<file path="config.mk">
export PLATFORM = sky130hd
export DESIGN_NAME = seek_exerciser_error_logger
export DESIGN_NICKNAME = d
export VERILOG_FILES = /design/src/hdl/seek_target_gen.v /design/src/hdl/error_log.v /design/src/hdl/seek_exerciser_error_logger.v
export VERILOG_INCLUDE_DIRS = /design/src /design/src/hdl
export SDC_FILE = /design/constraint.sdc
export NUM_CORES = 1
export LEC_CHECK = 0
export BUFFER_PORTS_ARGS = -buffer_cell sky130_fd_sc_hd__buf_2
export CAP_MARGIN = 30
export CELL_PAD_IN_SITES_DETAIL_PLACEMENT = 1
export CELL_PAD_IN_SITES_GLOBAL_PLACEMENT = 2
export CORE_AREA = 8 8 318 243
export DETAILED_ROUTE_END_ITERATION = 6
export DIE_AREA = 0 0 326 251
export PLACE_DENSITY_LB_ADDON = 0.1
export SLEW_MARGIN = 20
export SYNTH_ARGS = -nofsm -noshare
export SYNTH_HDL_FRONTEND = slang
export SYNTH_SLANG_ARGS = --single-unit
export TNS_END_PERCENT = 5
</file>
<file path="constraint.sdc">
create_clock -name clk -period 8.2 [get_ports clk]
set_clock_uncertainty 0.1 [all_clocks]
set_input_delay 0 -clock clk [delete_from_list [all_inputs] [get_ports clk]]
set_output_delay 0 -clock clk [all_outputs]
set_load 0.01 [all_outputs]
</file>
<file path="src/hdl/seek_exerciser_defs.vh">
// Purpose: Shared constants for the seek exerciser and error logger.
// Assumes: 125 MHz clock; cylinder numbers are 10 bits wide.
// Notes:   Register offsets are word indices on the plain register port.
`ifndef SEEK_EXERCISER_DEFS_VH
`define SEEK_EXERCISER_DEFS_VH

`define CLK_PERIOD_NS   8
`define PAUSE_UNIT_NS   1000000
`define MAX_CYLINDER    10'h2E8

`define REG_FUNC        4'h0
`define REG_SEEK_CODE   4'h1
`define REG_PARAM1      4'h2
`define REG_PARAM2      4'h3
`define REG_PARAM3      4'h4
`define REG_STATUS      4'h5
`define REG_DISPLAY     4'h6
`define REG_TARGET      4'h7

`define FUNC_ONLINE     8'hA0
`define FUNC_ONLINE_LOG 8'hA1
`define FUNC_SEEK       8'hB0
`define FUNC_SEEK_LOG   8'hB1
`define FUNC_LOG_OUT    8'hC0

`define PAT_INC         4'h3
`define PAT_DEC         4'h4
`define PAT_XN_INC      4'h5
`define PAT_XN_DEC      4'h6
`define PAT_RANDOM      4'h7
`define PAT_HOME_ALT    4'h8

`define ERR_SEEK_CMD    8'h11
`define ERR_RW_CMD      8'h12
`define ERR_PROTECT     8'h15
`define ERR_HOME_TMO    8'h21
`define ERR_SEEK_TMO    8'h22
`define ERR_GB_SEEK     8'h24
`define ERR_GB_LINEAR   8'h25
`define ERR_ILLEGAL_CYL 8'h27

`define DISP_TOTAL      8'h0F
`define DISP_NONE       8'h00
`define DISP_CLEAR      8'h0C

`define LAMP_POWERUP    2'h0
`define LAMP_FAULT      2'h1
`define LAMP_SEEK_ERR   2'h2
`define LAMP_READY      2'h3

`define LFSR_SEED       16'hACE1

`endif

</file>
<file path="src/hdl/seek_target_gen.v">
// Purpose: Produces the cylinder sequence of the range and home seek patterns.
// Assumes: Lower limit is below upper limit when a range pattern is loaded.
// Notes:   load gives the first target, each step gives the next one.
`timescale 1ns/100ps
`include "seek_exerciser_defs.vh"
module seek_target_gen #(
	parameter CW = 10
) (
	input  wire          clk,
	input  wire          rst_n,
	input  wire          ce,
	input  wire          load,
	input  wire          step,
	input  wire [3:0]    pattern,
	input  wire [CW-1:0] lower,
	input  wire [CW-1:0] upper,
	input  wire [CW-1:0] target_cylinder_first,
	output reg  [CW-1:0] target_q,
	output reg           home_q
);
	reg [CW-1:0] peak_q;
	reg          at_base_q;
	reg [15:0]   lfsr_q;
	wire [CW-1:0] span = upper - lower;

	// Folds a raw draw into 0..span so every random target is in range.
	function [CW-1:0] fold;
		input [CW-1:0] v;
		input [CW-1:0] s;
		reg   [CW-1:0] m;
		reg   [CW-1:0] r;
		integer        i;
		begin
			m = s;
			for (i = 1; i < CW; i = i * 2)
				m = m | (m >> i);
			r = v & m;
			if (r > s)
				r = r - s - 1'b1;
			fold = r;
		end
	endfunction

	wire [CW-1:0] rnd = lower + fold(lfsr_q[CW-1:0], span);

	always @(posedge clk or negedge rst_n)
	begin
		if (!rst_n)
		begin
			target_q  <= {CW{1'b0}};
			peak_q    <= {CW{1'b0}};
			at_base_q <= 1'b1;
			home_q    <= 1'b0;
			lfsr_q    <= `LFSR_SEED;
		end
		else if (ce)
		begin
			lfsr_q <= {lfsr_q[14:0], lfsr_q[15] ^ lfsr_q[13] ^ lfsr_q[12] ^ lfsr_q[10]};
			if (load)
			begin
				at_base_q <= 1'b1;
				home_q    <= 1'b0;
				case (pattern)
					`PAT_DEC, `PAT_XN_DEC:
					begin
						target_q <= upper;
						peak_q   <= upper;
					end
					`PAT_RANDOM:
						target_q <= rnd;
					`PAT_HOME_ALT:
					begin
						target_q <= target_cylinder_first;
						home_q   <= (target_cylinder_first == {CW{1'b0}});
					end
					default:
					begin
						target_q <= lower;
						peak_q   <= lower;
					end
				endcase
			end
			else if (step)
			begin
				case (pattern)
					`PAT_INC:
						target_q <= (target_q >= upper) ? lower : target_q + 1'b1;
					`PAT_DEC:
						target_q <= (target_q <= lower) ? upper : target_q - 1'b1;
					`PAT_XN_INC:
					begin
						at_base_q <= ~at_base_q;
						if (at_base_q)
						begin
							peak_q   <= (peak_q >= upper) ? lower + 1'b1 : peak_q + 1'b1;
							target_q <= (peak_q >= upper) ? lower + 1'b1 : peak_q + 1'b1;
						end
						else
							target_q <= lower;
					end
					`PAT_XN_DEC:
					begin
						at_base_q <= ~at_base_q;
						if (at_base_q)
						begin
							peak_q   <= (peak_q <= lower) ? upper - 1'b1 : peak_q - 1'b1;
							target_q <= (peak_q <= lower) ? upper - 1'b1 : peak_q - 1'b1;
						end
						else
							target_q <= upper;
					end
					`PAT_RANDOM:
						target_q <= rnd;
					`PAT_HOME_ALT:
						home_q <= (target_cylinder_first == {CW{1'b0}}) ? 1'b1 : ~home_q;
					default:
						target_q <= target_q;
				endcase
			end
		end
	end
endmodule

</file>
<file path="src/hdl/error_log.v">
// Purpose: Counts logged error codes and steps through them for display.
// Assumes: Codes 1x and 2x are loggable; others are ignored.
// Notes:   An event in the clearing cycle is still counted.
`timescale 1ns/100ps
`include "seek_exerciser_defs.vh"
module error_log (
	input  wire       clk,
	input  wire       rst_n,
	input  wire       ce,
	input  wire       log_event,
	input  wire [7:0] log_code,
	input  wire       clear,
	input  wire       show_first,
	input  wire       advance,
	output reg  [7:0] disp_code_q,
	output reg  [7:0] disp_count_q
);
	reg [7:0] cnt [0:31];
	reg [7:0] total_q;
	reg [4:0] ptr_q;
	reg       scan_q;
	reg       on_total_q;
	integer   i;

	wire       loggable = (log_code[7:6] == 2'h0) && (log_code[5] ^ log_code[4]);
	wire [4:0] idx = {log_code[5], log_code[3:0]};

	always @(posedge clk or negedge rst_n)
	begin
		if (!rst_n)
		begin
			for (i = 0; i < 32; i = i + 1)
				cnt[i] <= 8'h00;
			total_q      <= 8'h00;
			ptr_q        <= 5'h00;
			scan_q       <= 1'b0;
			on_total_q   <= 1'b1;
			disp_code_q  <= `DISP_NONE;
			disp_count_q <= 8'h00;
		end
		else if (ce)
		begin
			if (clear)
			begin
				for (i = 0; i < 32; i = i + 1)
					cnt[i] <= 8'h00;
				total_q      <= 8'h00;
				on_total_q   <= 1'b1;
				scan_q       <= 1'b0;
				disp_code_q  <= `DISP_TOTAL;
				disp_count_q <= 8'h00;
			end
			else if (show_first || (advance && on_total_q == 1'b0 && ptr_q == 5'h1F))
			begin
				on_total_q   <= 1'b1;
				scan_q       <= 1'b0;
				disp_code_q  <= (total_q == 8'h00) ? `DISP_NONE : `DISP_TOTAL;
				disp_count_q <= total_q;
			end
			else if (advance)
			begin
				scan_q     <= 1'b1;
				on_total_q <= 1'b0;
				ptr_q      <= on_total_q ? 5'h00 : ptr_q + 5'h01;
			end
			else if (scan_q)
			begin
				if (cnt[ptr_q] != 8'h00)
				begin
					scan_q       <= 1'b0;
					disp_code_q  <= {2'h0, ptr_q[4], ~ptr_q[4], ptr_q[3:0]};
					disp_count_q <= cnt[ptr_q];
				end
				else if (ptr_q == 5'h1F)
				begin
					scan_q       <= 1'b0;
					on_total_q   <= 1'b1;
					disp_code_q  <= (total_q == 8'h00) ? `DISP_NONE : `DISP_TOTAL;
					disp_count_q <= total_q;
				end
				else
					ptr_q <= ptr_q + 5'h01;
			end
			if (log_event && loggable)
			begin
				if (cnt[idx] != 8'hFF || clear)
					cnt[idx] <= clear ? 8'h01 : cnt[idx] + 8'h01;
				if (total_q != 8'hFF || clear)
					total_q <= clear ? 8'h01 : total_q + 8'h01;
			end
		end
	end
endmodule

</file>
<file path="src/hdl/seek_exerciser_error_logger.v">
// Purpose: Diagnostic seek exerciser, error logger, write lock and status lamps.
// Assumes: Keypad and lock switch are asynchronous pins; drive signals share clk.
// Notes:   Software sets function code, seek code and parameters over the port.
`timescale 1ns/100ps
`include "seek_exerciser_defs.vh"
module seek_exerciser_error_logger #(
	parameter CW         = 10,
	parameter CYC_PER_MS = `PAUSE_UNIT_NS / `CLK_PERIOD_NS
) (
	input  wire          clk,
	input  wire          rst_n,
	input  wire          ce,
	input  wire [3:0]    reg_addr,
	input  wire [15:0]   reg_wdata,
	input  wire          reg_wr,
	input  wire          reg_rd,
	output reg  [15:0]   reg_rdata_q,
	input  wire          start_stop_key,
	input  wire          log_reset_key,
	input  wire          function_select_key,
	input  wire          load_key,
	input  wire          write_lock_key,
	input  wire [3:0]    digit_key,
	input  wire          digit_pressed,
	input  wire          lock_switch,
	input  wire          drive_busy,
	input  wire          drive_ready,
	input  wire          drive_on_cylinder,
	input  wire          cmd_seek,
	input  wire          cmd_offset,
	input  wire          cmd_home,
	input  wire          cmd_read,
	input  wire          cmd_write,
	input  wire [CW-1:0] cmd_cylinder,
	input  wire          seek_done,
	input  wire          home_timeout,
	input  wire          seek_timeout,
	input  wire          guard_band_seek,
	input  wire          guard_band_linear,
	input  wire          fault_clear,
	output wire          offline,
	output wire          write_refused,
	output reg           seek_strobe_q,
	output reg           home_strobe_q,
	output reg  [CW-1:0] seek_cylinder_q,
	output reg  [6:0]    unit_status_lamps_q,
	output reg  [7:0]    error_code_q,
	output reg  [7:0]    display_code_q,
	output reg  [7:0]    display_value_q
);
	localparam M_IDLE    = 2'd0;
	localparam M_LOG     = 2'd1;
	localparam M_LOG_ARM = 2'd2;
	localparam M_SEEK    = 2'd3;

	localparam S_IDLE  = 2'd0;
	localparam S_ISSUE = 2'd1;
	localparam S_WAIT  = 2'd2;
	localparam S_PAUSE = 2'd3;

	localparam PW = 11;

	// Pins pass three flops; a level is taken once the last two agree.
	reg [PW-1:0] sync1_q;
	reg [PW-1:0] sync2_q;
	reg [PW-1:0] sync3_q;
	reg [PW-1:0] pin_q;
	reg [PW-1:0] pin_prev_q;
	wire [PW-1:0] pins = {lock_switch, digit_pressed, digit_key, write_lock_key,
		load_key, function_select_key, log_reset_key, start_stop_key};

	always @(posedge clk or negedge rst_n)
	begin
		if (!rst_n)
		begin
			sync1_q    <= {PW{1'b0}};
			sync2_q    <= {PW{1'b0}};
			sync3_q    <= {PW{1'b0}};
			pin_q      <= {PW{1'b0}};
			pin_prev_q <= {PW{1'b0}};
		end
		else if (ce)
		begin
			sync1_q    <= pins;
			sync2_q    <= sync1_q;
			sync3_q    <= sync2_q;
			pin_q      <= (pin_q & (sync2_q ^ sync3_q)) | (sync2_q & sync3_q);
			pin_prev_q <= pin_q;
		end
	end

	wire [PW-1:0] press = pin_q & ~pin_prev_q;
	wire key_st   = press[0];
	wire key_rt   = press[1];
	wire key_fm   = press[2];
	wire key_ld   = press[3];
	wire lock_sw  = pin_q[10];
	wire combo    = pin_q[4] & pin_q[9] & (press[4] | press[9]);
	wire [3:0] digit = pin_q[8:5];

	reg [7:0]    func_q;
	reg [7:0]    seek_code_q;
	reg [CW-1:0] param1_q;
	reg [CW-1:0] param2_q;
	reg [7:0]    param3_q;
	reg [1:0]    mode_q;
	reg [1:0]    sstate_q;
	reg          lock_key_q;
	reg          seek_err_q;
	reg          fault_q;
	reg [16:0]   ms_cnt_q;
	reg [7:0]    ms_left_q;

	wire         lock_active = lock_key_q | lock_sw;
	wire [3:0]   pattern = seek_code_q[7:4];
	wire         repeat_run = seek_code_q[0];
	wire         log_en = (func_q == `FUNC_ONLINE_LOG) || (func_q == `FUNC_SEEK_LOG);
	wire         seek_func = (func_q == `FUNC_SEEK) || (func_q == `FUNC_SEEK_LOG);
	wire [CW-1:0] gen_target;
	wire         gen_home;
	reg          gen_load;
	reg          gen_step;

	assign offline = (mode_q != M_IDLE);
	assign write_refused = cmd_write & lock_active;

	// Register port: one cycle write, read data stands the cycle after.
	always @(posedge clk or negedge rst_n)
	begin
		if (!rst_n)
		begin
			func_q      <= `FUNC_ONLINE;
			seek_code_q <= 8'h00;
			param1_q    <= {CW{1'b0}};
			param2_q    <= {CW{1'b0}};
			param3_q    <= 8'h00;
			reg_rdata_q <= 16'h0000;
		end
		else if (ce)
		begin
			if (reg_wr)
			begin
				if (reg_addr == `REG_FUNC)
					func_q <= reg_wdata[7:0];
				else if (reg_addr == `REG_SEEK_CODE)
					seek_code_q <= reg_wdata[7:0];
				else if (reg_addr == `REG_PARAM1)
					param1_q <= reg_wdata[CW-1:0];
				else if (reg_addr == `REG_PARAM2)
					param2_q <= reg_wdata[CW-1:0];
				else if (reg_addr == `REG_PARAM3)
					param3_q <= reg_wdata[7:0];
			end
			if (!reg_rd)
				reg_rdata_q <= 16'h0000;
			else if (reg_addr == `REG_FUNC)
				reg_rdata_q <= {8'h00, func_q};
			else if (reg_addr == `REG_SEEK_CODE)
				reg_rdata_q <= {8'h00, seek_code_q};
			else if (reg_addr == `REG_PARAM1)
				reg_rdata_q <= {{(16-CW){1'b0}}, param1_q};
			else if (reg_addr == `REG_PARAM2)
				reg_rdata_q <= {{(16-CW){1'b0}}, param2_q};
			else if (reg_addr == `REG_PARAM3)
				reg_rdata_q <= {8'h00, param3_q};
			else if (reg_addr == `REG_STATUS)
				reg_rdata_q <= {2'h0, mode_q, sstate_q, lock_sw, lock_key_q,
					error_code_q};
			else if (reg_addr == `REG_DISPLAY)
				reg_rdata_q <= {display_code_q, display_value_q};
			else if (reg_addr == `REG_TARGET)
				reg_rdata_q <= {{(16-CW){1'b0}}, seek_cylinder_q};
			else
				reg_rdata_q <= 16'h0000;
		end
	end

	// Write lock from the keypad; the internal switch overrides it.
	always @(posedge clk or negedge rst_n)
	begin
		if (!rst_n)
			lock_key_q <= 1'b0;
		else if (ce && combo)
		begin
			if (digit == 4'h1)
				lock_key_q <= 1'b1;
			else if (digit == 4'h0 && !lock_sw)
				lock_key_q <= 1'b0;
		end
	end

	// Panel mode machine.
	always @(posedge clk or negedge rst_n)
	begin
		if (!rst_n)
			mode_q <= M_IDLE;
		else if (ce)
		begin
			case (mode_q)
				M_IDLE:
					if (key_st && func_q == `FUNC_LOG_OUT)
						mode_q <= M_LOG;
					else if (key_st && seek_func)
						mode_q <= M_SEEK;
				M_LOG:
					if (key_fm)
						mode_q <= M_IDLE;
					else if (key_rt)
						mode_q <= M_LOG_ARM;
				M_LOG_ARM:
					if (key_ld)
						mode_q <= M_LOG;
					else if (key_st || key_fm)
						mode_q <= M_IDLE;
				default:
					if (key_fm || (sstate_q == S_IDLE && !gen_load && !key_st))
						mode_q <= M_IDLE;
			endcase
		end
	end

	wire log_first = (mode_q == M_IDLE) && key_st && (func_q == `FUNC_LOG_OUT);
	wire log_next  = (mode_q == M_LOG) && key_st;
	wire log_clear = (mode_q == M_LOG_ARM) && key_ld;
	wire [7:0] log_code;
	wire [7:0] log_count;

	// Seek engine: issue, wait for completion, step the pattern, pause.
	always @*
	begin
		gen_load = (mode_q == M_IDLE) && key_st && seek_func;
		gen_step = (sstate_q == S_WAIT) && seek_done;
	end

	wire pause_over = (ms_left_q == 8'h00);
	// A function press, or a stop press in a repeat run, is honoured in every busy state so that none is lost.
	wire halt = key_fm || (repeat_run && key_st);

	always @(posedge clk or negedge rst_n)
	begin
		if (!rst_n)
		begin
			sstate_q        <= S_IDLE;
			seek_strobe_q   <= 1'b0;
			home_strobe_q   <= 1'b0;
			seek_cylinder_q <= {CW{1'b0}};
			ms_cnt_q        <= 17'h00000;
			ms_left_q       <= 8'h00;
		end
		else if (ce)
		begin
			seek_strobe_q <= 1'b0;
			home_strobe_q <= 1'b0;
			case (sstate_q)
				S_IDLE:
					if (gen_load)
						sstate_q <= S_ISSUE;
				S_ISSUE:
					if (halt)
						sstate_q <= S_IDLE;
					else
					begin
						if (gen_home)
							home_strobe_q <= 1'b1;
						else
							seek_strobe_q <= 1'b1;
						seek_cylinder_q <= gen_home ? {CW{1'b0}} : gen_target;
						sstate_q        <= S_WAIT;
					end
				S_WAIT:
					if (halt)
						sstate_q <= S_IDLE;
					else if (seek_done)
					begin
						ms_left_q <= param3_q;
						ms_cnt_q  <= 17'h00000;
						if (repeat_run || (pattern == `PAT_HOME_ALT && !gen_home &&
							seek_cylinder_q != {CW{1'b0}}))
							sstate_q <= S_PAUSE;
						else
							sstate_q <= S_IDLE;
					end
				default:
					if (halt)
						sstate_q <= S_IDLE;
					else if (pause_over)
						sstate_q <= S_ISSUE;
					else if (ms_cnt_q == CYC_PER_MS[16:0] - 17'h00001)
					begin
						ms_cnt_q  <= 17'h00000;
						ms_left_q <= ms_left_q - 8'h01;
					end
					else
						ms_cnt_q <= ms_cnt_q + 17'h00001;
			endcase
		end
	end

	// Fault and seek error detection, one code per cycle by priority.
	reg [7:0] err_d;
	always @*
	begin
		err_d = 8'h00;
		if (cmd_seek && cmd_cylinder > `MAX_CYLINDER)
			err_d = `ERR_ILLEGAL_CYL;
		else if (home_timeout)
			err_d = `ERR_HOME_TMO;
		else if (seek_timeout)
			err_d = `ERR_SEEK_TMO;
		else if (guard_band_seek)
			err_d = `ERR_GB_SEEK;
		else if (guard_band_linear)
			err_d = `ERR_GB_LINEAR;
		else if (write_refused)
			err_d = `ERR_PROTECT;
		else if (((cmd_seek || cmd_offset) && (drive_busy || seek_err_q)) ||
			(cmd_home && drive_busy))
			err_d = `ERR_SEEK_CMD;
		else if ((cmd_read || cmd_write) &&
			(!drive_ready || !drive_on_cylinder || seek_err_q))
			err_d = `ERR_RW_CMD;
	end

	wire new_err = (err_d != 8'h00);
	// In logging seek test the error is cancelled right after it is logged.
	wire auto_clr = (func_q == `FUNC_SEEK_LOG) && (error_code_q != 8'h00);

	always @(posedge clk or negedge rst_n)
	begin
		if (!rst_n)
		begin
			error_code_q <= 8'h00;
			seek_err_q   <= 1'b0;
			fault_q      <= 1'b0;
		end
		else if (ce)
		begin
			if (new_err)
			begin
				error_code_q <= err_d;
				seek_err_q   <= err_d[5];
				fault_q      <= err_d[4];
			end
			else if (fault_clear || auto_clr)
			begin
				error_code_q <= 8'h00;
				seek_err_q   <= 1'b0;
				fault_q      <= 1'b0;
			end
		end
	end

	// Lamps: class in the top two, condition in the low three.
	always @(posedge clk or negedge rst_n)
	begin
		if (!rst_n)
			unit_status_lamps_q <= 7'h00;
		else if (ce)
		begin
			if (seek_err_q)
				unit_status_lamps_q <= {`LAMP_SEEK_ERR, 2'h0, error_code_q[2:0]};
			else if (fault_q)
				unit_status_lamps_q <= {`LAMP_FAULT, 2'h0, error_code_q[2:0]};
			else if (drive_ready)
				unit_status_lamps_q <= {`LAMP_READY, 3'h0, lock_active, 1'b0};
			else
				unit_status_lamps_q <= {`LAMP_POWERUP, 5'h00};
		end
	end

	// Display mux.
	always @(posedge clk or negedge rst_n)
	begin
		if (!rst_n)
		begin
			display_code_q  <= 8'h00;
			display_value_q <= 8'h00;
		end
		else if (ce)
		begin
			if (mode_q == M_LOG_ARM)
			begin
				display_code_q  <= `DISP_CLEAR;
				display_value_q <= 8'h00;
			end
			else if (mode_q == M_LOG)
			begin
				display_code_q  <= log_code;
				display_value_q <= log_count;
			end
			else if (mode_q == M_SEEK)
			begin
				display_code_q  <= seek_code_q;
				display_value_q <= seek_cylinder_q[7:0];
			end
			else
			begin
				display_code_q  <= error_code_q;
				display_value_q <= cmd_cylinder[7:0];
			end
		end
	end

	seek_target_gen #(
		.CW       (CW)
	) u_gen (
		.clk      (clk),
		.rst_n    (rst_n),
		.ce       (ce),
		.load     (gen_load),
		.step     (gen_step),
		.pattern  (pattern),
		.lower    (param1_q),
		.upper    (param2_q),
		.target_cylinder_first    (param1_q),
		.target_q (gen_target),
		.home_q   (gen_home)
	);

	error_log u_log (
		.clk          (clk),
		.rst_n        (rst_n),
		.ce           (ce),
		.log_event    (new_err && log_en),
		.log_code     (err_d),
		.clear        (log_clear),
		.show_first   (log_first),
		.advance      (log_next),
		.disp_code_q  (log_code),
		.disp_count_q (log_count)
	);
endmodule

</file>
==> results.py <==
metrics = {
    "power": {
        "p_leak_nw": 14.4,
        "ir_worst_vdd_mv": 0.177,
        "power-per-cell-area_nw_per_um2": 276,
    },
    "final_layout": {
        "nets": 3081,
        "finalNonFillerCells": 3936,
        "fillers": 7942,
        "area_growth_pct": 14.9,
        "drive_above_1_share_pct": 17.4,
    },
    "worst_hold_path": {
        "worstHoldPathCells": 6,
        "min_to": "error_code_q[2]$_DFFE_PN0P_",
        "hp-class": "input port to flip-flop",
        "min-delay-start": "cmd_cylinder[9]",
    },
    "sta": {
        "rsz0062_at_grt": "no",
        "period_share_pct": 94.2,
        "period_minus_slack_ns": 7.72,
        "relSlewSlack_pct": 21.0,
        "final-setup-viol-count": 0,
        "slew_viol_final": 0,
        "finalSetupTns_ns": 0,
        "setup_ws_ns": 0.478,
        "hold_viol": 0,
        "tightest_slew_ns": 1.18,
        "max_freq_mhz": 130,
    },
    "synth": {
        "ys_types": 86,
        "syn_avg_cell_area_um2": 10.2,
        "yosys.area.top_type": "dfrtp_1",
        "synth.most_common_cell": "dfrtp_1",
        "syn_inst": 2805,
        "synth_top_area_share_pct": 42.8,
        "synthTopCellsByArea": "dfrtp_1 43%, mux4_2 6.9%, and2_1 4.4%, ha_1 4.2%, mux2_2 4.0%",
        "postSynth.asyncResetShare_pct": 100,
        "ys.flop_type": "dfrtp_1",
        "ys_top_cells_by_count": "489 x dfrtp_1, 232 x nand2_1, 199 x and2_1",
        "ys_warn_count": 0,
        "synthesis.area_um2": 28600,
        "synth-seq-cells": 501,
        "synth_enable_flop_cells": 0,
        "ys_seq_area_share_pct": 43.9,
    },
    "worst_setup_path": {
        "reg2reg_from": "param2_q[0]$_DFFE_PN0P_",
        "crit_path_start_kind": "flip-flop",
        "cp_slowest_stage_delay_ns": 0.49,
        "crit_top_cell": "a21o_1",
        "worstSetupPathType": "flip-flop to flip-flop",
        "ff2ff_path_depth": 32,
        "crit_slowest_cell": "dfrtp_1",
        "cp.required_ns": 8.62,
        "r2r_end": "u_gen.target_q[8]$_DFFE_PN0P_",
        "ff2ff_setup_slack_ns": 0.48,
        "arrival_ns": 8.14,
        "cp-end-kind": "flip-flop",
        "crit_fanout": 8,
    },
    "global_route": {
        "grt_first_pass_wirelength_um": 166000,
        "grt_start_max_net_pins": 124,
        "grt.total_usage_pct": 26.0,
        "overflow": 0,
        "antenna_found_initial": 5,
        "grt_pass1_vias": 24982,
    },
    "route": {
        "vias_per_cell": 6.08,
        "drc": 0,
        "detail-route-antenna-nets": 0,
        "drt_iter0_markers": 2025,
        "routedWlPerCell_um": 27.5,
        "firstDrtPassIters": 7,
        "drt-total-wl_um": 108000,
        "num_vias": 23916,
    },
    "floorplanning": {
        "die-area_um2": 81800,
        "coreArea_um2": 72400,
        "die_h_um": 251,
        "die_x_um": 326,
        "rows": 86,
        "start_util_pct": 39.5,
        "io_pins": 121,
    },
    "placed_design": {
        "place_ws_ns": 0.242,
        "dp_hpwl_um": 76500,
        "dp_cells": 3763,
        "portBuffers": 109,
        "gp_congestion": 0.935,
    },
    "run_status": {
        "outcome": "complete, no violations",
    },
    "clock_tree": {
        "clkLatencyLatePin_ns": 0.64,
        "htree_levels": 2,
        "path_clk_slew_ns": 0.07,
        "tritoncts": "built",
        "cts_buffers": 55,
        "clockBufferDepth": 3,
        "cts.sinks": 501,
        "cts-root-buf": "clkbuf_16",
    },
    "flow_run": {
        "maxCapViolations": 0,
    },
}
-- routing by layer --
metal  wire length (µm)  share of wire (%)  up-vias  global-route usage [%]
li1                   -                  -    10414                       -
met2              45200                 42      831                    37.1
met4               2430                2.2        0                    6.63
met1              52500                 48    12501                    39.8
met5                  0                  0        -                       0
met3               8050                7.4      170                    5.23
-- worst max-delay path, delay by kind of cell (launching register included) --
family                     cells  cell delay [ns]
muxes                          1             0.31
xor gates and xnor gates       2             0.41
AOI/OAI and AO/OA             17             3.59
adders and majority gates      5             1.64
DFF                            1             0.49
buffers and inverters          2             0.23
and+or+nand+nor                5             0.83
-- logic make-up after synthesis --
| group | count (synthesis) | synth area share [%] |
|---|---|---|
| AND/OR/NAND/NOR | 916 | 16.4 |
| AO/OA/AOI/OAI | 672 | 15.5 |
| other | 1 | 0.0131 |
| XOR/XNOR | 83 | 2.59 |
| multiplexers | 256 | 13.3 |
| adder cells (fa/ha/maj) | 98 | 4.37 |
| buffers and inverters | 278 | 3.93 |
| flip-flops | 501 | 43.9 |
-- state kept, by name (all words and copies together), names as in the netlist, 10 cells and up --
register,flops
ms_cnt_q,17
param1_q,10
param2_q,10
pin_q,11
reg_rdata_q,16
seek_cylinder_q,10
sync1_q,11
sync2_q,11
sync3_q,11
u_gen.lfsr_q,16
u_gen.peak_q,10
u_gen.target_q,10
u_log.cnt,256
-- per-stage QoR --
| step | cell area, µm² | util (%) | power (mW) | hold WS, ns |
|---|---|---|---|---|
| after floorplan | 28600 | - | 5.20 | -0.396 |
| after global placement | 30100 | 41.6 | 6.31 | -0.00901 |
| after detailed placement | 30100 | 41.6 | 6.38 | 0.00450 |
| after CTS | 32700 | 45.1 | 9.09 | 0.00393 |
| after global routing | 32800 | 45.3 | 9.55 | 0.0239 |
| final | 32800 | 45.4 | 9.06 | 0.0379 |
-- worst max-delay path by stage --
| stage | from | endpoint | slack, ns | cells past startpoint |
|---|---|---|---|---|
| 2_1_floorplan | param1_q[1]$_DFFE_PN0P_ | u_gen.target_q[8]$_DFFE_PN0P_ | 0.82 | 32 |
| 4_1_cts | param2_q[0]$_DFFE_PN0P_ | u_gen.target_q[8]$_DFFE_PN0P_ | 0.18 | 34 |
| 6_report | param2_q[0]$_DFFE_PN0P_ | u_gen.target_q[8]$_DFFE_PN0P_ | 0.48 | 32 |
| 3_5_place_dp | param2_q[0]$_DFFE_PN0P_ | u_gen.target_q[8]$_DFFE_PN0P_ | 0.24 | 34 |
| 3_3_place_gp | param2_q[0]$_DFFE_PN0P_ | u_gen.target_q[8]$_DFFE_PN0P_ | 0.58 | 34 |
| 5_1_grt | param2_q[0]$_DFFE_PN0P_ | u_gen.target_q[9]$_DFFE_PN0P_ | 0.05 | 34 |
-- cell usage in the layout, fill, tap and decap left out, types with 62 or more instances in the layout --
cell type      count
dfrtp_1          487
nand2_1          231
and2_1           199
o21ai_0          188
nor2_1           169
a21oi_1          125
buf_2            107
mux2_2           102
ha_1              95
mux4_2            88
nand3_1           84
inv_1             80
buf_4             70
mux2i_1           66
dlygate4sd3_1     62
-- where the power goes --
part           total, mW  switching, mW  internal (mW)
sequential          3.03          0.305           2.72
combinational       3.40           2.04           1.36
clock               2.62           1.11           1.52
-- final cells by class --
type / instances / area, µm² / share of cell area [%]
multi-input cells: 2030 / 15000 / 45.6
flip-flops and latches: 501 / 12600 / 38.2
repair buffers: 250 / 1890 / 5.76
clock buffers: 78 / 1590 / 4.85
well taps: 968 / 1210 / 3.69
inverters: 85 / 319 / 0.971
clock inverters: 22 / 287 / 0.872
diodes: 2 / 5.00 / 0.0152
-- timing repair --
action                                 in CTS  in global routing
setup endpoints to repair                   0                  3
buffers inserted                            0                  0
gates resized for setup                     0                  5
hold buffers                               63                  0
endpoints found under the hold margin     231                  0
No activity file was read; power rests on OpenSTA's default activity.
